<file path="config.mk">
export PLATFORM = sky130hd
export DESIGN_NAME = sgc_top
export DESIGN_NICKNAME = d
export VERILOG_FILES = /design/src/sgc_pkg.sv /design/src/sgc_obj_if.sv /design/src/sgc_object.sv /design/src/sgc_top.sv
export SDC_FILE = /design/constraint.sdc
export NUM_CORES = 1
export LEC_CHECK = 0
export ABC_AREA = 1
export BUFFER_PORTS_ARGS = -buffer_cell sky130_fd_sc_hd__buf_2
export CAP_MARGIN = 20
export CORE_MARGIN = 1
export CORE_UTILIZATION = 40
export CTS_BUF_LIST = sky130_fd_sc_hd__clkbuf_16
export DETAILED_ROUTE_END_ITERATION = 12
export GPL_ROUTABILITY_DRIVEN = 0
export PLACE_DENSITY = 0.69
export RECOVER_POWER = 50
export SYNTH_ARGS = -nofsm -noshare
export SYNTH_HDL_FRONTEND = slang
export SYNTH_SLANG_ARGS = --single-unit
</file>
<file path="constraint.sdc">
create_clock -name clk -period 3.7 [get_ports clk]
set_clock_uncertainty 0.1 [all_clocks]
set_input_delay 0.74 -clock clk [delete_from_list [all_inputs] [get_ports clk]]
set_output_delay 0.74 -clock clk [all_outputs]
set_load 0.01 [all_outputs]
</file>
<file path="src/sgc_pkg.sv">
// Package for the switchgear object control block.
// Assumes a 100 MHz clock; all timing counts derive from it.
package sgc_pkg;
	localparam int NUM_OBJ = 8;
	localparam int CLK_HZ = 100_000_000;
	localparam int MS_PER_S = 1000;
	localparam int CYC_PER_MS = CLK_HZ / MS_PER_S;
	// Time settings are given in milliseconds; 20 ms to 600 s
	localparam int TIME_W = 20;
	localparam logic [TIME_W-1:0] TIME_MIN_MS = 20'h00014;
	localparam logic [TIME_W-1:0] TIME_MAX_MS = 20'h927C0;
	localparam int RELEASE_PULSE_MS = 1000;
	localparam int MIN_DI_PULSE_MS = 60;
	localparam int MS_CNT_W = 17;
	localparam logic [MS_CNT_W-1:0] MS_TICK_LAST = MS_CNT_W'(CYC_PER_MS - 1);
	localparam logic [TIME_W-1:0] RELEASE_PULSE_DEF = TIME_W'(RELEASE_PULSE_MS);
	localparam int IDX_W = 3;
	typedef logic [1:0] sgc_pos_t;
	localparam sgc_pos_t POS_UNDEF00 = 2'h0;
	localparam sgc_pos_t POS_OPEN = 2'h1;
	localparam sgc_pos_t POS_CLOSED = 2'h2;
	localparam sgc_pos_t POS_UNDEF11 = 2'h3;
	typedef enum logic [1:0] {SGC_IDLE, SGC_OPENING, SGC_CLOSING, SGC_READY_WAIT} sgc_obj_e;

	function automatic sgc_pos_t sgc_decode(input logic open_in, input logic close_in);
		unique case ({close_in, open_in})
			2'b01: sgc_decode = POS_OPEN;
			2'b10: sgc_decode = POS_CLOSED;
			2'b11: sgc_decode = POS_UNDEF11;
			default: sgc_decode = POS_UNDEF00;
		endcase
	endfunction
endpackage

</file>
<file path="src/sgc_obj_if.sv">
// Carrier between the arbiter and one object's sequencer.
// Assumes the arbiter drives commands as single-cycle pulses.
`timescale 1ns/100ps
interface sgc_obj_if;
	logic cmd_open;
	logic cmd_close;
	logic ms_tick;
	logic [sgc_pkg::TIME_W-1:0] max_pulse_ms;
	logic [sgc_pkg::TIME_W-1:0] compl_ms;
	logic ready_assigned;
	logic open_status_input;
	logic close_status_input;
	logic ready_status_input;
	logic open_out;
	logic close_out;
	logic fail;
	logic undef_event;
	sgc_pkg::sgc_pos_t pos;
	modport ctrl (output cmd_open, cmd_close, ms_tick, max_pulse_ms, compl_ms, ready_assigned,
		open_status_input, close_status_input, ready_status_input,
		input open_out, close_out, fail, undef_event, pos);
	modport obj (input cmd_open, cmd_close, ms_tick, max_pulse_ms, compl_ms, ready_assigned,
		open_status_input, close_status_input, ready_status_input,
		output open_out, close_out, fail, undef_event, pos);
endinterface

</file>
<file path="src/sgc_object.sv">
// One switchgear object: position decode, bounded command pulse, timeouts.
// Assumes status inputs are already synchronised by the parent.
`timescale 1ns/100ps
module sgc_object (
	input wire logic clk,
	input wire logic rst_n,
	sgc_obj_if.obj bus
);
	typedef struct packed {
		sgc_pkg::sgc_obj_e st;
		logic [sgc_pkg::TIME_W-1:0] ms;
		sgc_pkg::sgc_pos_t start_pos;
		logic fail;
		logic undef_event;
	} sgc_object_s;
	sgc_object_s r, next_r;
	sgc_pkg::sgc_pos_t pos;

	assign pos = sgc_pkg::sgc_decode(bus.open_status_input, bus.close_status_input); // RULE5

	always_comb begin
		next_r = r;
		next_r.undef_event = 1'b0;
		if (bus.ms_tick) begin
			next_r.ms = r.ms + 20'h00001;
		end
		unique case (r.st)
			sgc_pkg::SGC_IDLE: begin
				next_r.ms = '0;
				next_r.start_pos = pos;
				if (bus.cmd_open && pos != sgc_pkg::POS_OPEN) begin
					next_r.st = sgc_pkg::SGC_OPENING;
					next_r.fail = 1'b0;
				end else if (bus.cmd_close && pos != sgc_pkg::POS_CLOSED) begin
					next_r.st = sgc_pkg::SGC_CLOSING;
					next_r.fail = 1'b0;
				end
			end
			sgc_pkg::SGC_OPENING, sgc_pkg::SGC_CLOSING: begin
				// Pulse ends as soon as position moves away from where it began
				if (pos != r.start_pos) begin // RULE6
					next_r.ms = '0;
					next_r.st = bus.ready_assigned ? sgc_pkg::SGC_READY_WAIT
						: sgc_pkg::SGC_IDLE; // RULE8
				end else if (r.ms >= bus.max_pulse_ms) begin
					next_r.st = sgc_pkg::SGC_IDLE;
					next_r.fail = 1'b1; // RULE7
					next_r.undef_event = 1'b1; // RULE7
				end
			end
			sgc_pkg::SGC_READY_WAIT: begin
				if (bus.ready_status_input) begin
					next_r.st = sgc_pkg::SGC_IDLE;
				end else if (r.ms >= bus.compl_ms) begin
					next_r.st = sgc_pkg::SGC_IDLE;
					next_r.fail = 1'b1; // RULE21
				end
			end
		endcase
	end

	always_ff @(posedge clk or negedge rst_n) begin
		if (!rst_n) begin
			r <= '{st: sgc_pkg::SGC_IDLE, ms: '0, start_pos: sgc_pkg::POS_UNDEF00,
				fail: 1'b0, undef_event: 1'b0};
		end else begin
			r <= next_r;
		end
	end

	assign bus.open_out = (r.st == sgc_pkg::SGC_OPENING); // RULE9
	assign bus.close_out = (r.st == sgc_pkg::SGC_CLOSING); // RULE9
	assign bus.fail = r.fail;
	assign bus.undef_event = r.undef_event;
	assign bus.pos = pos;

	property p_pulse_bounded;
		@(posedge clk) disable iff (!rst_n)
		(r.st == sgc_pkg::SGC_OPENING && pos == r.start_pos && r.ms >= bus.max_pulse_ms)
			|=> !bus.open_out && bus.fail && bus.undef_event;
	endproperty
	a_pulse_bounded: assert property (p_pulse_bounded) else $error("pulse not ended at limit"); // RULE7

	property p_early_stop;
		@(posedge clk) disable iff (!rst_n)
		(bus.close_out && pos != r.start_pos) |=> !bus.close_out;
	endproperty
	a_early_stop: assert property (p_early_stop) else $error("pulse not ended on move"); // RULE6

	property p_ready_timeout;
		@(posedge clk) disable iff (!rst_n)
		(r.st == sgc_pkg::SGC_READY_WAIT && !bus.ready_status_input && r.ms >= bus.compl_ms)
			|=> bus.fail;
	endproperty
	a_ready_timeout: assert property (p_ready_timeout) else $error("ready timeout missed"); // RULE21

	property p_no_ready_wait;
		@(posedge clk) disable iff (!rst_n)
		!bus.ready_assigned |-> r.st != sgc_pkg::SGC_READY_WAIT || $past(bus.ready_assigned);
	endproperty
	a_no_ready_wait: assert property (p_no_ready_wait) else $error("ready wait unassigned"); // RULE8

	property p_pos_code;
		@(posedge clk) disable iff (!rst_n)
		(bus.open_status_input && !bus.close_status_input) |-> bus.pos == sgc_pkg::POS_OPEN;
	endproperty
	a_pos_code: assert property (p_pos_code) else $error("position decode wrong"); // RULE5
endmodule

</file>
<file path="src/sgc_top.sv">
// Switchgear object control: eight objects, command arbitration, latch release.
// Assumes all *_in pins are asynchronous; settings come from same-clock logic.
//
// Notes on behaviour
// RULE1: First function key, if selected, fires a latch-release pulse of set length.
// RULE2: Release pulse acts only while some latched output is active.
// RULE3: Eight objects, each in select-before-operate or direct control.
// RULE4: Actuator fault output asserts when any object operation fails to complete.
// RULE5: Position is 00 undefined, open, closed or 11 undefined from status inputs.
// RULE6: Command pulses stop at max pulse time or once object changes state.
// RULE7: No state change in max pulse time sets fault and undefined event.
// RULE8: Completion timeout only supervises ready; ignored with no ready input assigned.
// RULE9: Each object has own open and close pulse outputs for any command source.
// RULE10: Local state ignores remote inputs; remote state ignores local inputs.
// RULE11: Digital command inputs act on rising edge, not level.
// RULE12: Command input source should hold each pulse at least 60 ms.
// RULE13: Local mode accepts panel control and rejects serial-remote control.
// RULE14: Remote mode rejects panel control and accepts serial-remote control.
// RULE15: Local/remote mode comes from panel setting or one digital input.
// RULE16: Virtual inputs obey local/remote check unless bypassed per input.
// RULE17: Setting changes stay permitted in any local/remote mode.
// RULE18: Close button closes, open button opens the object chosen for buttons.
// RULE19: Selective mode needs select then execute; direct mode acts at once.
// RULE20: Release clears all latched outputs and indicators together.
// RULE21: With ready assigned, missing ready at completion expiry is a control failure.
`timescale 1ns/100ps
module sgc_top (
	input wire logic clk,
	input wire logic rst_n,
	input wire logic [sgc_pkg::NUM_OBJ-1:0] open_status_input,
	input wire logic [sgc_pkg::NUM_OBJ-1:0] close_status_input,
	input wire logic [sgc_pkg::NUM_OBJ-1:0] ready_status_input,
	input wire logic [sgc_pkg::NUM_OBJ-1:0] ready_assigned,
	input wire logic [sgc_pkg::TIME_W-1:0] max_pulse_ms,
	input wire logic [sgc_pkg::TIME_W-1:0] compl_ms,
	input wire logic [sgc_pkg::NUM_OBJ-1:0] local_open_in,
	input wire logic [sgc_pkg::NUM_OBJ-1:0] local_close_in,
	input wire logic [sgc_pkg::NUM_OBJ-1:0] remote_open_in,
	input wire logic [sgc_pkg::NUM_OBJ-1:0] remote_close_in,
	input wire logic [sgc_pkg::NUM_OBJ-1:0] virt_open,
	input wire logic [sgc_pkg::NUM_OBJ-1:0] virt_close,
	input wire logic [sgc_pkg::NUM_OBJ-1:0] virt_lr_bypass,
	input wire logic [sgc_pkg::NUM_OBJ-1:0] serial_open,
	input wire logic [sgc_pkg::NUM_OBJ-1:0] serial_close,
	input wire logic [sgc_pkg::NUM_OBJ-1:0] panel_open,
	input wire logic [sgc_pkg::NUM_OBJ-1:0] panel_close,
	input wire logic [sgc_pkg::NUM_OBJ-1:0] aux_open,
	input wire logic [sgc_pkg::NUM_OBJ-1:0] aux_close,
	input wire logic lr_from_input,
	input wire logic lr_panel_remote,
	input wire logic lr_in,
	input wire logic open_button_in,
	input wire logic close_button_in,
	input wire logic execute_button_in,
	input wire logic [sgc_pkg::IDX_W-1:0] object_index,
	input wire logic button_direct,
	input wire logic first_function_key,
	input wire logic release_from_key,
	input wire logic [sgc_pkg::TIME_W-1:0] release_pulse_ms,
	input wire logic release_req,
	input wire logic [sgc_pkg::NUM_OBJ-1:0] latch_set,
	output logic [sgc_pkg::NUM_OBJ-1:0] latched_out,
	output logic release_pulse,
	output logic [sgc_pkg::NUM_OBJ-1:0] obj_open_out,
	output logic [sgc_pkg::NUM_OBJ-1:0] obj_close_out,
	output logic [2*sgc_pkg::NUM_OBJ-1:0] obj_pos,
	output logic [sgc_pkg::NUM_OBJ-1:0] obj_fail,
	output logic [sgc_pkg::NUM_OBJ-1:0] undef_event,
	output logic actuator_fault,
	output logic remote_mode,
	output logic button_selected
);
	localparam int NP = 4 * sgc_pkg::NUM_OBJ + 6;
	// Single pins sit above the four command vectors in the pin group
	localparam int P_REL = 4 * sgc_pkg::NUM_OBJ;
	localparam int P_OPEN = P_REL + 1;
	localparam int P_CLOSE = P_REL + 2;
	localparam int P_EXEC = P_REL + 3;
	localparam int P_KEY = P_REL + 4;

	// Pin group packing: command pins, release pin, buttons, function key and mode pin
	typedef struct packed {
		logic [NP-1:0] s1;
		logic [NP-1:0] s2;
		logic [NP-1:0] prev;
		logic [sgc_pkg::NUM_OBJ-1:0] vo_prev;
		logic [sgc_pkg::NUM_OBJ-1:0] vc_prev;
		logic [sgc_pkg::NUM_OBJ-1:0] st_open;
		logic [sgc_pkg::NUM_OBJ-1:0] st_close;
		logic [sgc_pkg::NUM_OBJ-1:0] st_ready;
		logic [sgc_pkg::NUM_OBJ-1:0] st_open1;
		logic [sgc_pkg::NUM_OBJ-1:0] st_close1;
		logic [sgc_pkg::NUM_OBJ-1:0] st_ready1;
		logic [sgc_pkg::MS_CNT_W-1:0] div;
		logic tick;
		logic sel_valid;
		logic sel_close;
		logic [sgc_pkg::IDX_W-1:0] sel_idx;
		logic rel_active;
		logic [sgc_pkg::TIME_W-1:0] rel_ms;
		logic [sgc_pkg::NUM_OBJ-1:0] latched;
	} sgc_top_s;
	sgc_top_s r, next_r;

	logic [NP-1:0] pins;
	logic [NP-1:0] rise;
	logic remote;
	logic [sgc_pkg::NUM_OBJ-1:0] cmd_o, cmd_c, btn_o, btn_c;
	logic [sgc_pkg::NUM_OBJ-1:0] v_rise_o, v_rise_c, v_ok;
	logic [sgc_pkg::NUM_OBJ-1:0] f_open, f_close, f_undef;
	sgc_pkg::sgc_pos_t f_pos [sgc_pkg::NUM_OBJ];

	assign pins = {lr_in, first_function_key, execute_button_in, close_button_in,
		open_button_in, release_req, remote_close_in, remote_open_in,
		local_close_in, local_open_in};
	assign rise = r.s2 & ~r.prev; // RULE11

	// Mode from one digital input or the panel setting
	assign remote = lr_from_input ? r.s2[NP-1] : lr_panel_remote; // RULE15

	function automatic logic [sgc_pkg::NUM_OBJ-1:0] sgc_onehot(
		input logic [sgc_pkg::IDX_W-1:0] idx);
		sgc_onehot = sgc_pkg::NUM_OBJ'(1) << idx;
	endfunction

	always_comb begin
		btn_o = '0;
		btn_c = '0;
		// Buttons are front panel controls, refused in remote mode
		if (!remote) begin // RULE13
			if (button_direct) begin
				btn_o = rise[P_OPEN] ? sgc_onehot(object_index) : '0; // RULE19
				btn_c = rise[P_CLOSE] ? sgc_onehot(object_index) : '0; // RULE18
			end else if (r.sel_valid && rise[P_EXEC]) begin
				btn_o = r.sel_close ? '0 : sgc_onehot(r.sel_idx); // RULE19
				btn_c = r.sel_close ? sgc_onehot(r.sel_idx) : '0; // RULE18
			end
		end
	end

	assign v_rise_o = virt_open & ~r.vo_prev;
	assign v_rise_c = virt_close & ~r.vc_prev;
	assign v_ok = virt_lr_bypass | {sgc_pkg::NUM_OBJ{remote}}; // RULE16

	// Local pins and panel act only locally; remote pins and serial only remotely
	assign cmd_o = (remote ? (rise[2*sgc_pkg::NUM_OBJ +: sgc_pkg::NUM_OBJ] | serial_open) // RULE10
		: (rise[0 +: sgc_pkg::NUM_OBJ] | panel_open)) | btn_o | (v_rise_o & v_ok) | aux_open; // RULE14
	assign cmd_c = (remote ? (rise[3*sgc_pkg::NUM_OBJ +: sgc_pkg::NUM_OBJ] | serial_close) // RULE10
		: (rise[sgc_pkg::NUM_OBJ +: sgc_pkg::NUM_OBJ] | panel_close)) | btn_c | (v_rise_c & v_ok) | aux_close; // RULE13

	always_comb begin
		next_r = r;
		next_r.s1 = pins;
		next_r.s2 = r.s1;
		next_r.prev = r.s2;
		next_r.vo_prev = virt_open;
		next_r.vc_prev = virt_close;
		next_r.st_open1 = open_status_input;
		next_r.st_close1 = close_status_input;
		next_r.st_ready1 = ready_status_input;
		next_r.st_open = r.st_open1;
		next_r.st_close = r.st_close1;
		next_r.st_ready = r.st_ready1;
		next_r.tick = 1'b0;
		if (r.div == sgc_pkg::MS_TICK_LAST) begin
			next_r.div = '0;
			next_r.tick = 1'b1;
		end else begin
			next_r.div = r.div + 17'h00001;
		end
		// Selective buttons: open/close selects, execute confirms, remote drops it
		if (remote || button_direct) begin
			next_r.sel_valid = 1'b0;
		end else if (rise[P_OPEN] || rise[P_CLOSE]) begin
			next_r.sel_valid = 1'b1; // RULE19
			next_r.sel_close = rise[P_CLOSE];
			next_r.sel_idx = object_index;
		end else if (rise[P_EXEC]) begin
			next_r.sel_valid = 1'b0;
		end
		// Release pulse timing
		if (r.rel_active) begin
			if (r.tick) begin
				next_r.rel_ms = r.rel_ms + 20'h00001;
			end
			if (r.rel_ms >= release_pulse_ms) begin
				next_r.rel_active = 1'b0;
			end
		end else if (|r.latched && ((release_from_key && rise[P_KEY])
			|| rise[P_REL])) begin // RULE2
			next_r.rel_active = 1'b1; // RULE1
			next_r.rel_ms = '0;
		end
		// Set wins over release so a fresh event is not lost
		next_r.latched = (r.rel_active ? '0 : r.latched) | latch_set; // RULE20
	end

	always_ff @(posedge clk or negedge rst_n) begin
		if (!rst_n) begin
			r <= '0;
		end else begin
			r <= next_r;
		end
	end

	genvar g;
	generate
		for (g = 0; g < sgc_pkg::NUM_OBJ; g++) begin : g_obj // RULE3
			sgc_obj_if oif ();
			assign oif.cmd_open = cmd_o[g];
			assign oif.cmd_close = cmd_c[g];
			assign oif.ms_tick = r.tick;
			assign oif.max_pulse_ms = max_pulse_ms; // RULE17
			assign oif.compl_ms = compl_ms;
			assign oif.ready_assigned = ready_assigned[g];
			assign oif.open_status_input = r.st_open[g];
			assign oif.close_status_input = r.st_close[g];
			assign oif.ready_status_input = r.st_ready[g];
			sgc_object u_obj (
				.clk(clk),
				.rst_n(rst_n),
				.bus(oif.obj)
			);
			assign f_open[g] = oif.open_out;
			assign f_close[g] = oif.close_out;
			assign f_undef[g] = oif.undef_event;
			assign obj_fail[g] = oif.fail;
			assign f_pos[g] = oif.pos;
			assign obj_pos[2*g +: 2] = f_pos[g];
		end
	endgenerate

	assign obj_open_out = f_open;
	assign obj_close_out = f_close;
	assign undef_event = f_undef;
	assign actuator_fault = |obj_fail; // RULE4
	assign latched_out = r.latched;
	assign release_pulse = r.rel_active;
	assign remote_mode = remote;
	assign button_selected = r.sel_valid;

	property p_fault_any;
		@(posedge clk) disable iff (!rst_n)
		|undef_event |-> actuator_fault;
	endproperty
	a_fault_any: assert property (p_fault_any) else $error("fault output missing"); // RULE4

	property p_release_needs_latch;
		@(posedge clk) disable iff (!rst_n)
		$rose(release_pulse) |-> $past(|latched_out);
	endproperty
	a_release_needs_latch: assert property (p_release_needs_latch) else $error("release w/o latch"); // RULE2

	property p_release_clears;
		@(posedge clk) disable iff (!rst_n)
		(release_pulse && latch_set == '0) |=> latched_out == '0;
	endproperty
	a_release_clears: assert property (p_release_clears) else $error("latches not cleared"); // RULE20

	property p_remote_blocks_local;
		@(posedge clk) disable iff (!rst_n)
		(remote && rise[2*sgc_pkg::NUM_OBJ +: sgc_pkg::NUM_OBJ] == '0 && virt_open == '0
			&& aux_open == '0 && serial_open == '0) |-> cmd_o == '0;
	endproperty
	a_remote_blocks_local: assert property (p_remote_blocks_local) else $error("local in remote"); // RULE10

	property p_local_only;
		@(posedge clk) disable iff (!rst_n)
		(!remote && rise[0 +: sgc_pkg::NUM_OBJ] == '0 && panel_open == '0 && btn_o == '0
			&& virt_open == '0 && aux_open == '0) |-> cmd_o == '0;
	endproperty
	a_local_only: assert property (p_local_only) else $error("remote in local"); // RULE10

	property p_panel_local;
		@(posedge clk) disable iff (!rst_n)
		!remote |-> (cmd_o & panel_open) == panel_open;
	endproperty
	a_panel_local: assert property (p_panel_local) else $error("panel refused"); // RULE13

	property p_serial_remote;
		@(posedge clk) disable iff (!rst_n)
		remote |-> (cmd_c & serial_close) == serial_close;
	endproperty
	a_serial_remote: assert property (p_serial_remote) else $error("serial refused"); // RULE14

	property p_mode_pin;
		@(posedge clk) disable iff (!rst_n)
		(lr_from_input && $past(rst_n, 2)) |-> remote_mode == $past(lr_in, 2);
	endproperty
	a_mode_pin: assert property (p_mode_pin) else $error("mode pin ignored"); // RULE15

	// Pins are two stages late, so the edge is judged on their past values
	property p_cmd_edge;
		@(posedge clk) disable iff (!rst_n)
		$past(rst_n, 3) |-> rise[sgc_pkg::NUM_OBJ +: sgc_pkg::NUM_OBJ]
			== ($past(local_close_in, 2) & ~$past(local_close_in, 3));
	endproperty
	a_cmd_edge: assert property (p_cmd_edge) else $error("command not on edge"); // RULE11

	property p_status_sync;
		@(posedge clk) disable iff (!rst_n)
		$past(rst_n, 2) |-> obj_pos[1:0] == sgc_pkg::sgc_decode(
			$past(open_status_input[0], 2), $past(close_status_input[0], 2));
	endproperty
	a_status_sync: assert property (p_status_sync) else $error("position not synced"); // RULE5

	property p_open_close_excl;
		@(posedge clk) disable iff (!rst_n)
		(obj_open_out & obj_close_out) == '0;
	endproperty
	a_open_close_excl: assert property (p_open_close_excl) else $error("open and close"); // RULE9

	property p_sel_set;
		@(posedge clk) disable iff (!rst_n)
		(!remote && !button_direct && (rise[P_OPEN] || rise[P_CLOSE])) |=> button_selected;
	endproperty
	a_sel_set: assert property (p_sel_set) else $error("select lost"); // RULE19

	property p_sel_clear;
		@(posedge clk) disable iff (!rst_n)
		(remote || button_direct) |=> !button_selected;
	endproperty
	a_sel_clear: assert property (p_sel_clear) else $error("select kept"); // RULE19

	property p_exec_needs_sel;
		@(posedge clk) disable iff (!rst_n)
		(!button_direct && !button_selected) |-> btn_o == '0 && btn_c == '0;
	endproperty
	a_exec_needs_sel: assert property (p_exec_needs_sel) else $error("unselected execute"); // RULE18

	property p_release_key;
		@(posedge clk) disable iff (!rst_n)
		(!release_pulse && |latched_out && release_from_key && rise[P_KEY]) |=> release_pulse;
	endproperty
	a_release_key: assert property (p_release_key) else $error("key release missed"); // RULE1

	property p_release_len;
		@(posedge clk) disable iff (!rst_n)
		(release_pulse && r.rel_ms < release_pulse_ms) |=> release_pulse;
	endproperty
	a_release_len: assert property (p_release_len) else $error("release too short"); // RULE1

	property p_latch_hold;
		@(posedge clk) disable iff (!rst_n)
		!release_pulse |=> latched_out == ($past(latched_out) | $past(latch_set));
	endproperty
	a_latch_hold: assert property (p_latch_hold) else $error("latch not held"); // RULE20
endmodule

</file>
# Word level (Yosys, flattened, before mapping)
# Index checks and enable logic that the tools add are counted.
[word_totals] input_bits=219 regBits=437
[op_classes] mux=183 add_sub_neg=10 reduce_logical=60 eq_ne=130 bitwise_logic=21 shifts=2 order_cmp=17
[ops] operator="20-bit greater-or-equal comparator" n=17
[ops] operator="20-bit two-way mux" n=17
[ops] operator="20-bit one-hot mux with 2 select lines" n=8
[ops] operator="20-bit by 1-bit adder with 20-bit output (second input constant)" n=9
[ops] operator="2-bit two-way mux" n=72
[ops] operator="8-bit two-way mux" n=13
[ops] operator="8-bit bitwise OR" n=12
[ops] operator="2-bit one-hot mux with 3 select lines" n=16
[ops] operator="2-bit == test (second input constant)" n=32
[ops] operator="2-bit by 1-bit inequality test with 1-bit output (second input constant)" n=25
[ops] operator="2-bit inequality test (second input constant)" n=24
[ops] operator="3-bit by 1-bit inequality test with 1-bit output (second input constant)" n=16
[ops] operator="1-bit two-way mux" n=46
[ops] operator="21-bit two-way mux" n=2
[ops] operator="5-bit AND reduction" n=8
[ops] operator="37-bit AND" n=1
[ops] operator="37-bit inverter" n=1
[ops] operator="8-bit AND" n=4
[ops] operator="2-bit by 1-bit == test with 1-bit output (second input constant)" n=16
[ops] operator="3-bit by 2-bit inequality test with 1-bit output (second input constant)" n=8
[ops] operator="1-bit one-hot mux with 3 select lines" n=8
[ops] operator="3-bit AND reduction" n=8
[ops] operator="1-bit logical AND" n=19
[ops] operator="17-bit by 1-bit adder with 17-bit output (second input constant)" n=1
[ops] operator="other kinds (13)" n=40

# Logic depth before layout (Yosys ltp)
# Gate-level depths: netlist of the first run.
[depth] ltp_word=13 depth_mapped=17

# Modules after synthesis
# From an unflattened synthesis of the first run, not the netlist that was laid out.
[unflattened] cells_unflattened=3966 hier_area_um2=30189.0
[modules_own_cells] module="sgc_object at g_obj[0].u_obj ..." area_each_um2=2641.3 seq_area_each_um2=650.6 n_inst=7 cells_per_inst=386
[modules_own_cells] module="sgc_top" area_each_um2=9093.7 seq_area_each_um2=5730.5 n_inst=1 cells_per_inst=881
[modules_own_cells] module="sgc_object at g_obj[4].u_obj" area_each_um2=2606.2 seq_area_each_um2=650.6 n_inst=1 cells_per_inst=383

# Worst setup path after synthesis of the first run
# No wires, ideal clock.
[synth_timing] path_type="input -> register" start="input max_pulse_ms[19] (netlist bit)" end="register g_obj[5].u_obj.r (netlist bit g_obj[5].u_obj.bus.fail)" stages=12 setup_ps=123 arrival_time_ps=2004 n_path_buf=0 path_slack_ps=1473 cell_sequence="inv_1 ha_1 nand2_1 nor2_1 nand2_1 inv_1 nand2_1 and2_1 nand3_1 nand2_1 o21ai_0 nand2_1"
[synth_between] elab_chain_cells=3
[synth_lines] element="start, declared" line="sgc_top.sv:34" source="input wire logic [sgc_pkg::TIME_W-1:0] max_pulse_ms,"
[synth_lines] element="20-bit greater-or-equal comparator" line="sgc_object.sv:45" source="end else if (r.ms >= bus.max_pulse_ms) begin"
[synth_lines] element="2-bit by 1-bit inequality test with 1-bit output (no line)"
[synth_lines] element="5-bit AND reduction (no line)"
[synth_lines] element="end signal, assigned" line="sgc_object.sv:64" source="r <= '{st: sgc_pkg::SGC_IDLE, ms: '0, start_pos: sgc_pkg::POS_UNDEF00,"
[synth_lines] element="end signal, assigned" line="sgc_object.sv:67" source="r <= next_r;"
[synth_lines] element="end, declared" line="sgc_object.sv:16" source="sgc_object_s r, next_r;"
# Every way passes these cells.
# A chain may end at the register's enable or synchronous reset.

# Final worst setup path of the first run
[layout_timing] start="register r (netlist bit next_r[153])" end="output remote_mode"
[layout_between] elab_chain_cells=1
[layout_lines] element="start, declared" line="sgc_top.sv:103" source="sgc_top_s r, next_r;"
[layout_lines] element="start signal, assigned" line="sgc_top.sv:202" source="r <= next_r;"
[layout_lines] element="1-bit two-way mux" line="sgc_top.sv:119" source="assign remote = lr_from_input ? r.s2[NP-1] : lr_panel_remote;"
[layout_lines] element="end, declared" line="sgc_top.sv:70" source="output logic remote_mode,"
# Every way passes these cells.

==> impl_metrics.py, run 1 <==
metrics = {
    "outcome": {
        "status": "complete, but fails checks",
        "violations": "max-capacitance violations, max-slew violations",
    },
    "power_and_ir_drop": {
        "pwr-share-clk_pct": 36.2,
        "p_total_mw": 14.03,
        "p_int_mw": 9.171,
        "swShare_pct": 34.65,
        "vdd_drop_max_v": 0.0004860,
        "seqPwrFrac_pct": 39.0,
        "p_switching_mw": 4.863,
        "p_per_area_nw_per_um2": 427.8,
        "p_comb_share_pct": 24.9,
        "power_leakage_nw": 17.48,
    },
    "yosys": {
        "synth.area.top_cells": "dfrtp_1 38%, ha_1 17%, nand2_1 12%, inv_1 7.0%, nor2_1 4.9%",
        "synth_cell_types": 50,
        "synthesis.instances": 3662,
        "syn_avg_cell_area_um2": 7.855,
        "yosysSeqAreaShare_pct": 38.01,
        "netlist_area_um2": 28770,
        "yosys_warnings": 0,
        "synth_top_area_share_pct": 38.01,
        "yosysMostFrequentCell": "nand2_1",
        "synth_common_cells": "924 x nand2_1, 537 x inv_1, 437 x dfrtp_1, 397 x ha_1, 376 x nor2_1",
        "async_flop_share_pct": 100.0,
        "synth_seq_cells": 437,
        "syn-num-nets": 4278,
        "synth-edff-count": 0,
        "synth_top_cell_by_area": "dfrtp_1",
        "synthFlopType": "dfrtp_1",
    },
    "die": {
        "die_w_um": 270.2,
        "dieArea_um2": 72990,
        "boundaryPins": 279,
        "dieHeight_um": 270.2,
        "fp.coreArea_um2": 70640,
        "start_util_pct": 40.73,
        "num_rows": 97,
    },
    "cts": {
        "post-cts-setup-buffer-count": 0,
        "numCtsBuffers": 51,
        "clkTransAtPathRegs_ps": 60,
        "cts_tree": "built",
        "cts-root-buf": "clkbuf_16",
        "clock-sinks": 437,
        "clkLatencyLatePin_ps": 620,
        "cts.path.max_buffers": 3,
        "cts_max_level": 2,
    },
    "timing": {
        "rsz0062_at_grt": "false",
        "finalCritPeriodShare_pct": 77.81,
        "max_clock_freq_ghz": 0.3473,
        "drv_slew": 64,
        "final_hold_viol_count": 0,
        "worst_pin_slew_ps": 1869,
        "max_slew_margin_pct": -24.61,
        "setup_ws_ps": 821.0,
        "final.setup.tns_ps": 0,
        "finalSetupViolCount": 0,
        "period_needed_ps": 2879,
        "whs_ps": 116.9,
    },
    "routing": {
        "initialDrtViolationCount": 1767,
        "postRouteAntennaNets": 0,
        "via_count": 24510,
        "via_per_inst": 4.970,
        "routedWlPerCell_um": 16.47,
        "firstDrtPassIters": 5,
        "wirelength_mm": 81.24,
        "drc": 0,
    },
    "global_routing": {
        "grt_max_degree": 90,
        "grt.overflow.total": 0,
        "antenna_found_initial": 10,
        "grt_pass1_vias": 23320,
        "grt_pass1_wl_mm": 128.1,
        "grtUsageTotal_pct": 22.26,
    },
    "final_layout": {
        "final_util_pct": 46.44,
        "layout-drive-gt1-share_pct": 10.66,
        "syn_to_final_growth_pct": 14.04,
        "nets": 4562,
    },
    "worst_hold_path": {
        "hp-class": "in -> reg",
        "worstHoldEndpoint": "next_r[182]$_DFF_PN0_",
        "min_path_cells": 1,
        "hold_path_startpoint": "remote_close_in[4]",
    },
    "flow_run": {
        "timing.max_cap.violations": 1,
    },
    "setup_path": {
        "slowest_stage": "nand2_2",
        "path_cells": "nand2_1 > nand2_2 > buf_2",
        "crit_fanout": 31,
        "r2r-end": "g_obj[1].u_obj.bus.fail$_DFFE_PN0P_",
        "required_ps": 2860,
        "start_kind": "register",
        "startpoint": "next_r[153]$_DFF_PN0_",
        "path_class": "reg -> out",
        "r2r_cells": 10,
        "cp.arrival_ps": 2040,
        "reg2reg_slack_ps": 1170,
        "cpPeakStageDelay_ps": 470,
        "cp-end-kind": "output port",
        "r2r-start": "next_r[153]$_DFF_PN0_",
    },
    "placed_design": {
        "post-place-ws_ps": 642.6,
        "io_buffer_count": 278,
        "place_hpwl_mm": 62.29,
    },
}
==> registers in the layout, summed over array words and instances (netlist names), 8 cells and up <==
signal,count
g_obj.u_obj.r,192
g_obj.u_obj.bus.fail,8
g_obj.u_obj.bus.undef_event,8
next_r,100
g_obj.oif.close_status_input,8
g_obj.oif.ready_status_input,8
latched_out,8
g_obj.oif.open_status_input,8
r,94
==> power groups by stage <==
stage,logic (mW),clock network [mW],registers (mW)
final,3.49,5.07,5.47
after global routing,3.96,5.39,5.53
after CTS,3.51,5.18,5.48
after detailed placement,3.49,0,5.56
after global placement,3.43,0,5.55
after floorplan,2.44,0,5.43
==> worst max-delay path, delay by kind of cell (launching register included) <==
kind | cells | cell delay, ps
and+or+nand+nor | 2 | 750
DFF | 1 | 370
buffers and inverters | 1 | 310
==> metrics by stage <==
| step | instances | instance area [µm²] |
|---|---|---|
| after floorplan | 3662 | 28770 |
| after global placement | 4832 | 31140 |
| after detailed placement | 4832 | 31140 |
| after CTS | 4927 | 32830 |
| after global routing | 4928 | 32800 |
| final | 4931 | 32810 |
==> layout make-up <==
| type | count | area (µm²) |
|---|---|---|
| clock buffer | 52 | 1301 |
| antenna | 4 | 10.01 |
| inverter | 541 | 2031 |
| clock inverter | 42 | 374.1 |
| sequential | 437 | 10940 |
| multi-input combinational | 2606 | 15310 |
| fill | 6978 | 37830 |
| timing repair buffer | 309 | 1669 |
| tap | 940 | 1176 |
==> timing repair <==
item	CTS	global route
endpoints found under the hold margin	35	0
gates resized for setup	0	0
hold buffers	1	0
==> worst max-delay path by stage <==
stage	end	cells after the start
after floorplan	g_obj[5].u_obj.bus.fail$_DFFE_PN0P_	12
after global placement	g_obj[4].u_obj.r[25]$_DFFE_PN0P_	14
after detailed placement	g_obj[4].u_obj.r[25]$_DFFE_PN0P_	14
final	remote_mode	3
after CTS	actuator_fault	3
after global routing	g_obj[0].oif.open_status_input$_DFF_PN0_	3
==> kinds of logic (layout without fill, tap and decap cells) <==
family / after synthesis / count (layout) / synth area share [%]
AO/OA/AOI/OAI: 433 / 433 / 8.199
XOR/XNOR: 98 / 98 / 2.984
adder cells (fa/ha/maj): 397 / 397 / 17.27
buffers and inverters: 619 / 944 / 8.756
flip-flops: 437 / 437 / 38.01
multiplexers: 8 / 8 / 0.3132
other: 0 / 4 / 0
AND/OR/NAND/NOR: 1670 / 1670 / 24.47
==> cell usage in the layout, fill, tap and decap left out, types with 12 or more instances in the layout <==
cell	synthesis	routed
nand4_1	74	74
nand2_1	924	924
a21o_1	12	12
ha_1	397	397
nor2_1	376	376
clkbuf_16	0	52
dfrtp_1	437	436
o21a_1	14	14
inv_1	537	543
clkinv_1	2	12
nor4_1	12	12
xor2_1	56	56
xnor2_1	42	42
nor3_1	71	71
a31oi_1	13	13
o21bai_1	22	22
nand3_1	142	143
o21ai_0	121	121
a21oi_1	232	232
nand3b_1	15	15
buf_2	15	269
buf_4	43	22
==> per-layer routing <==
| metal | part of all wire [%] | vias up | global-route usage, % | routed length, µm |
|---|---|---|---|---|
| met5 | 0.081 | - | 0 | 66 |
| met4 | 2.5 | 12 | 6.393 | 2062 |
| met3 | 8.4 | 130 | 5.628 | 6845 |
| met2 | 44 | 716 | 34.95 | 35790 |
| met1 | 45 | 11300 | 30.20 | 36480 |
| li1 | - | 12350 | - | - |
(Power assumes the default switching activity.)
==> run 2: changes to the inputs <==
--- a/config.mk
+++ b/config.mk
@@ -13,7 +13,7 @@
 export CTS_BUF_LIST = sky130_fd_sc_hd__clkbuf_16
 export DETAILED_ROUTE_END_ITERATION = 12
 export GPL_ROUTABILITY_DRIVEN = 0
-export PLACE_DENSITY = 0.69
+export PLACE_DENSITY = 0.71
 export RECOVER_POWER = 50
 export SYNTH_ARGS = -nofsm -noshare
 export SYNTH_HDL_FRONTEND = slang
==> constraint.sdc (replaced) <==
create_clock -name clk -period 2.35 [get_ports clk]
set_clock_uncertainty 0.1 [all_clocks]
set_input_delay 0.47 -clock clk [delete_from_list [all_inputs] [get_ports clk]]
set_output_delay 0.47 -clock clk [all_outputs]
set_load 0.01 [all_outputs]
==> run 2 against run 1 <==
Compared with the run above: the flow now finishes without violations; final area up 6.7%; highest routed layer unchanged; first-iteration DRC count up 6.3%; worst setup slack worse by 740 ps; largest power group unchanged; power up 63%; via count up 4.7%; sequential power up 57%; final cell count up 4.0%.
==> impl_metrics.py, run 2 (synthesis gave the netlist of run 1 again) <==
metrics = {
    "timing": {
        "period_needed_ps": 2264,
        "max_clock_freq_ghz": 0.4417,
        "final_hold_viol_count": 0,
        "setup_ws_ps": 85.77,
        "max_slew_margin_pct": 7.725,
        "finalCritPeriodShare_pct": 96.35,
        "worst_pin_slew_ps": 1384,
        "final.setup.tns_ps": 0,
        "rsz0062_at_grt": "false",
        "drv_slew": 0,
        "finalSetupViolCount": 0,
    },
    "power_and_ir_drop": {
        "p_int_mw": 15.03,
        "power_leakage_nw": 18.55,
        "swShare_pct": 34.14,
        "p_comb_share_pct": 27.2,
        "p_per_area_nw_per_um2": 651.9,
        "vdd_drop_max_v": 0.0006528,
        "p_switching_mw": 7.789,
        "p_total_mw": 22.82,
        "pwr-share-clk_pct": 35.1,
        "seqPwrFrac_pct": 37.7,
    },
    "worst_hold_path": {
        "min_path_cells": 3,
        "hp-class": "in -> reg",
    },
    "placed_design": {
        "place_hpwl_mm": 63.56,
        "post-place-ws_ps": -200.6,
        "io_buffer_count": 278,
        "dp.cells": 4949,
    },
    "cts": {
        "clkTransAtPathRegs_ps": 60,
        "cts_tree": "built",
        "clock-sinks": 437,
        "cts.path.max_buffers": 3,
        "clkLatencyLatePin_ps": 610,
        "numCtsBuffers": 50,
        "cts-root-buf": "clkbuf_16",
        "cts_max_level": 2,
    },
    "routing": {
        "via_per_inst": 5.002,
        "wirelength_mm": 85.17,
        "drc": 0,
        "wl_met1_mm": 37.86,
        "initialDrtViolationCount": 1878,
        "firstDrtPassIters": 6,
        "met3_wirelength_mm": 6.855,
        "dr_wl_met2_mm": 37.72,
        "highest_layer": "met5",
        "postRouteAntennaNets": 0,
        "routedWlPerCell_um": 16.61,
        "via_count": 25660,
    },
    "final_layout": {
        "layout_commonest_cell": "nand2_1",
        "syn_to_final_growth_pct": 21.66,
        "largest_reg_flops": 192,
        "regMostFlops": "g_obj.u_obj.r",
        "layout.cells.non_filler": 5129,
        "layout_common_cells": "923 x nand2_1, 544 x inv_1, 434 x dfrtp_1",
        "layout-drive-gt1-share_pct": 12.63,
        "nets": 4764,
        "final_util_pct": 49.55,
    },
    "setup_path": {
        "slowest_stage": "dfrtp_2",
        "cpPeakStageDelay_ps": 470,
        "start_kind": "register",
        "path_cells": "nor4_4 > nand2_1 > buf_2",
        "r2r_cells": 12,
        "cp.arrival_ps": 1690,
        "cp.depth": 3,
        "crit_family": "flip-flops",
        "path_class": "reg -> out",
        "reg2reg_slack_ps": 190,
        "required_ps": 1780,
        "cp-end-kind": "output port",
        "critical_path_buf_inv_count": 1,
        "crit_fanout": 2,
    },
    "global_routing": {
        "antenna_found_initial": 5,
        "grt_pass1_wl_mm": 135.1,
        "grt.overflow.total": 0,
        "grtUsageTotal_pct": 23.45,
        "grt_pass1_vias": 24830,
        "grt_max_degree": 71,
    },
    "die": {
        "dieHeight_um": 270.2,
        "dieArea_um2": 72990,
        "fp.coreArea_um2": 70640,
        "boundaryPins": 279,
        "start_util_pct": 40.73,
        "die_w_um": 270.2,
        "num_rows": 97,
    },
    "outcome": {
        "status": "completed",
    },
    "flow_run": {
        "timing.max_cap.violations": 0,
    },
}
run 2: cell types whose count changed in the layout (fill, tap and decap cells not counted), moves of 3 or more:
cell	change
buf_2	-14
dlygate4sd3_1	+86
clkbuf_4	+3
inv_6	-3
buf_4	+67
clkbuf_1	+18
buf_12	+39
diode_2	-3
clkbuf_2	+3
run 2: area by class of cell:
| class | instances | area [µm²] |
|---|---|---|
| Inverter | 541 | 2034 |
| Fill cell | 6709 | 35640 |
| Clock inverter | 41 | 376.6 |
| Multi-Input combinational cell | 2606 | 15330 |
| Timing Repair Buffer | 512 | 3860 |
| Clock buffer | 51 | 1276 |
| Antenna cell | 1 | 2.502 |
| Tap cell | 940 | 1176 |
| Sequential cell | 437 | 10940 |
run 2: worst paths after layout:
path                                                     start                                         to
max                        g_obj[0].u_obj.bus.fail$_DFFE_PN0P_                             actuator_fault
min                                            object_index[1]                          r[30]$_DFFE_PN0P_
max reg2reg                     g_obj[3].u_obj.r[22]$_DFF_PN0_           g_obj[3].u_obj.r[25]$_DFFE_PN0P_
min reg2reg                               next_r[85]$_DFF_PN0_  g_obj[1].oif.close_status_input$_DFF_PN0_
max in group asynchronous                                rst_n                          r[32]$_DFFE_PN0P_
min in group asynchronous                                rst_n   g_obj[3].u_obj.bus.undef_event$_DFF_PN0_
run 2: through the flow:
stage | area, µm² | hold WS [ps]
after global routing | 35000 | 73.55
final | 35000 | 81.95
after detailed placement | 32560 | 234.7
after global placement | 32560 | 231.0
after CTS | 35100 | 44.47
after floorplan | 28770 | 74.41
run 2: power by group through the flow:
stage / combinational (mW) / clock, mW / sequential (mW)
floorplan: 3.85 / 0 / 8.55
global placement: 5.94 / 0 / 8.70
detailed placement: 6.04 / 0 / 8.72
CTS: 6.22 / 8.20 / 8.61
global route: 6.98 / 8.51 / 8.68
finish: 6.21 / 8.01 / 8.60
run 2: timing repair:
action                                  4_1_cts  5_1_grt
endpoints found under the setup margin        1        7
hold buffers                                 87        0
endpoints found under the hold margin       119        0
gates cloned                                  0        0
setup buffers                                 0        0
pin swaps                                     0        1
resized for setup                             3        5
run 2: worst reg2reg max path: stages, from the launching register on:
cell and delay, ps:
dfrtp_1 450, ha_1 310, nand2_1 60, nor2_1 200, buf_4 160, nand2_1 90
inv_1 70, nand2_1 60, and2_1 160, nand3_1 140, nand3_1 120, nand2_1 80
nand2_1 50
run 2: metal layers:
| metal | global-route usage, % | vias to the layer above |
|---|---|---|
| li1 | - | 12750 |
| met1 | 32.01 | 11900 |
| met2 | 37.53 | 830 |
| met3 | 4.552 | 176 |
| met4 | 6.973 | 4 |
| met5 | 0 | - |
==> run 3: changes to the inputs <==
--- a/config.mk
+++ b/config.mk
@@ -14,7 +14,6 @@
 export DETAILED_ROUTE_END_ITERATION = 12
 export GPL_ROUTABILITY_DRIVEN = 0
 export PLACE_DENSITY = 0.71
-export RECOVER_POWER = 50
 export SYNTH_ARGS = -nofsm -noshare
 export SYNTH_HDL_FRONTEND = slang
 export SYNTH_SLANG_ARGS = --single-unit
==> run 3 against run 2 <==
Compared with the run above: global-route usage unchanged; clock power about the same; combinational power about the same; non-clock buffer count unchanged; final area up 0.35%; fmax up 0.46%; power about the same; worst hold slack better by 1.7 ps; critical path depth unchanged; sequential power about the same; worst setup slack better by 10 ps; critical path type unchanged; largest cell class unchanged.
==> impl_metrics.py, run 3 (synthesis gave the netlist of run 1 again) <==
metrics = {
    "timing": {
        "worst_pin_slew_ps": 544.4,
        "max_slew_margin_pct": 63.67,
        "drv_slew": 0,
        "setup_ws_ps": 96.17,
        "period_needed_ps": 2254,
        "rsz0062_at_grt": "false",
        "finalSetupViolCount": 0,
        "final_hold_viol_count": 0,
        "finalCritPeriodShare_pct": 95.91,
        "max_clock_freq_ghz": 0.4437,
    },
    "final_layout": {
        "layout_commonest_cell": "nand2_1",
        "nets": 4764,
        "syn_to_final_growth_pct": 22.08,
        "final.fill_count": 6685,
        "layout-drive-gt1-share_pct": 13.32,
        "layout_common_cells": "923 x nand2_1, 544 x inv_1, 434 x dfrtp_1",
        "largest_reg_flops": 192,
        "layout.cells.non_filler": 5129,
        "regMostFlops": "g_obj.u_obj.r",
    },
    "cts": {
        "cts-root-buf": "clkbuf_16",
        "clkLatencyLatePin_ps": 610,
        "cts.path.max_buffers": 3,
        "post-cts-setup-buffer-count": 0,
        "numCtsBuffers": 50,
        "clock-sinks": 437,
        "clkTransAtPathRegs_ps": 60,
        "cts_max_level": 2,
        "cts_tree": "built",
    },
    "setup_path": {
        "path_cells": "nor4_4 > nand2_1 > buf_2",
        "cp.depth": 3,
        "critical_path_buf_inv_count": 1,
        "cp-end-kind": "output port",
        "slowest_stage": "dfrtp_2",
        "start_kind": "register",
        "cpPeakStageDelay_ps": 470,
        "r2r_cells": 11,
        "path_class": "reg -> out",
        "cp.arrival_ps": 1680,
        "crit_fanout": 2,
        "required_ps": 1780,
        "crit_family": "flip-flops",
    },
    "routing": {
        "routedWlPerCell_um": 16.58,
        "via_count": 25620,
        "initialDrtViolationCount": 1855,
        "drc": 0,
        "postRouteAntennaNets": 0,
        "wirelength_mm": 85.05,
        "via_per_inst": 4.996,
        "firstDrtPassIters": 5,
    },
    "worst_hold_path": {
        "min_path_cells": 3,
        "hp-class": "in -> reg",
    },
    "power_and_ir_drop": {
        "p_total_mw": 22.83,
        "p_switching_mw": 7.779,
        "vdd_drop_max_v": 0.0006546,
        "pwr-share-clk_pct": 35.1,
        "swShare_pct": 34.07,
        "p_per_area_nw_per_um2": 650.1,
        "seqPwrFrac_pct": 37.7,
        "p_int_mw": 15.05,
        "power_leakage_nw": 18.65,
        "p_comb_share_pct": 27.3,
    },
    "global_routing": {
        "grtUsageTotal_pct": 23.45,
        "antenna_found_initial": 5,
        "grt.overflow.total": 0,
        "grt_pass1_vias": 24830,
        "grt_max_degree": 71,
        "grt_pass1_wl_mm": 135.1,
    },
    "die": {
        "num_rows": 97,
        "die_w_um": 270.2,
        "boundaryPins": 279,
        "dieArea_um2": 72990,
        "fp.coreArea_um2": 70640,
        "start_util_pct": 40.73,
        "dieHeight_um": 270.2,
    },
    "outcome": {
        "status": "completed",
    },
    "placed_design": {
        "place_hpwl_mm": 63.56,
        "io_buffer_count": 278,
        "post-place-ws_ps": -200.6,
        "dp.cells": 4949,
    },
    "flow_run": {
        "timing.max_cap.violations": 0,
    },
}
-- run 3: timing repair --
item,4_1_cts,5_1_grt
cloned,0,0
hold buffers,87,0
resized for setup,3,5
pin swaps,0,1
endpoints found under the setup margin,1,7
endpoints found under the hold margin,119,0
-- run 3: area by class of cell --
cell class	count	area, µm²	area share (%)
clock inverters	41	376.6	1.072
inverters	541	2034	5.793
well taps	940	1176	3.349
clock buffers	51	1276	3.634
multi-input cells	2606	15340	43.67
diodes	1	2.502	0.007126
repair buffers	512	3976	11.32
flip-flops and latches	437	10940	31.15
-- run 3: power groups by stage --
stage	Clock, mW	Combinational, mW	Sequential, mW
floorplan	0	3.85	8.55
global placement	0	5.94	8.70
detailed placement	0	6.04	8.72
CTS	8.20	6.22	8.61
global route	8.51	7.00	8.68
finish	8.00	6.23	8.60
-- run 3: layer usage --
metal / up-vias / wire, µm / GRT usage, %
li1: 12750 / - / -
met1: 11850 / 37560 / 32.01
met2: 837 / 37670 / 37.53
met3: 176 / 7132 / 4.552
met4: 4 / 2671 / 6.973
met5: - / 23 / 0
-- run 3: metrics by stage --
stage | utilization [%] | TNS, ps | cell area [µm²] | hold WS (ps)
global route | 49.72 | 0 | 35120 | 73.55
floorplan | - | 0 | 28770 | 74.41
CTS | 49.69 | 0 | 35100 | 44.47
detailed placement | 46.10 | -3477 | 32560 | 234.7
global placement | 46.10 | -2640 | 32560 | 231.0
finish | 49.72 | 0 | 35120 | 83.69
-- run 3: worst reg2reg max path, cell delays in order (launching register included) --
cell and delay (ps):
dfrtp_1 440, ha_1 320, nand2_1 60, nor2_1 270, a21boi_0 270, nor2_2 100
nand4_1 140, nor2_1 70, nand2_1 100, nand2_1 80, nand2_1 60, nand2_1 50
-- run 3: final timing paths --
check	start	to	slack [ps]
max reg2reg	g_obj[7].u_obj.r[23]$_DFF_PN0_	g_obj[7].u_obj.r[24]$_DFFE_PN0P_	180
max	g_obj[0].u_obj.bus.fail$_DFFE_PN0P_	actuator_fault	100
min reg2reg	next_r[85]$_DFF_PN0_	g_obj[1].oif.close_status_input$_DFF_PN0_	250
max in group asynchronous	rst_n	next_r[98]$_DFF_PN0_	1110
min	object_index[1]	r[30]$_DFFE_PN0P_	80
min in group asynchronous	rst_n	next_r[148]$_DFF_PN0_	280
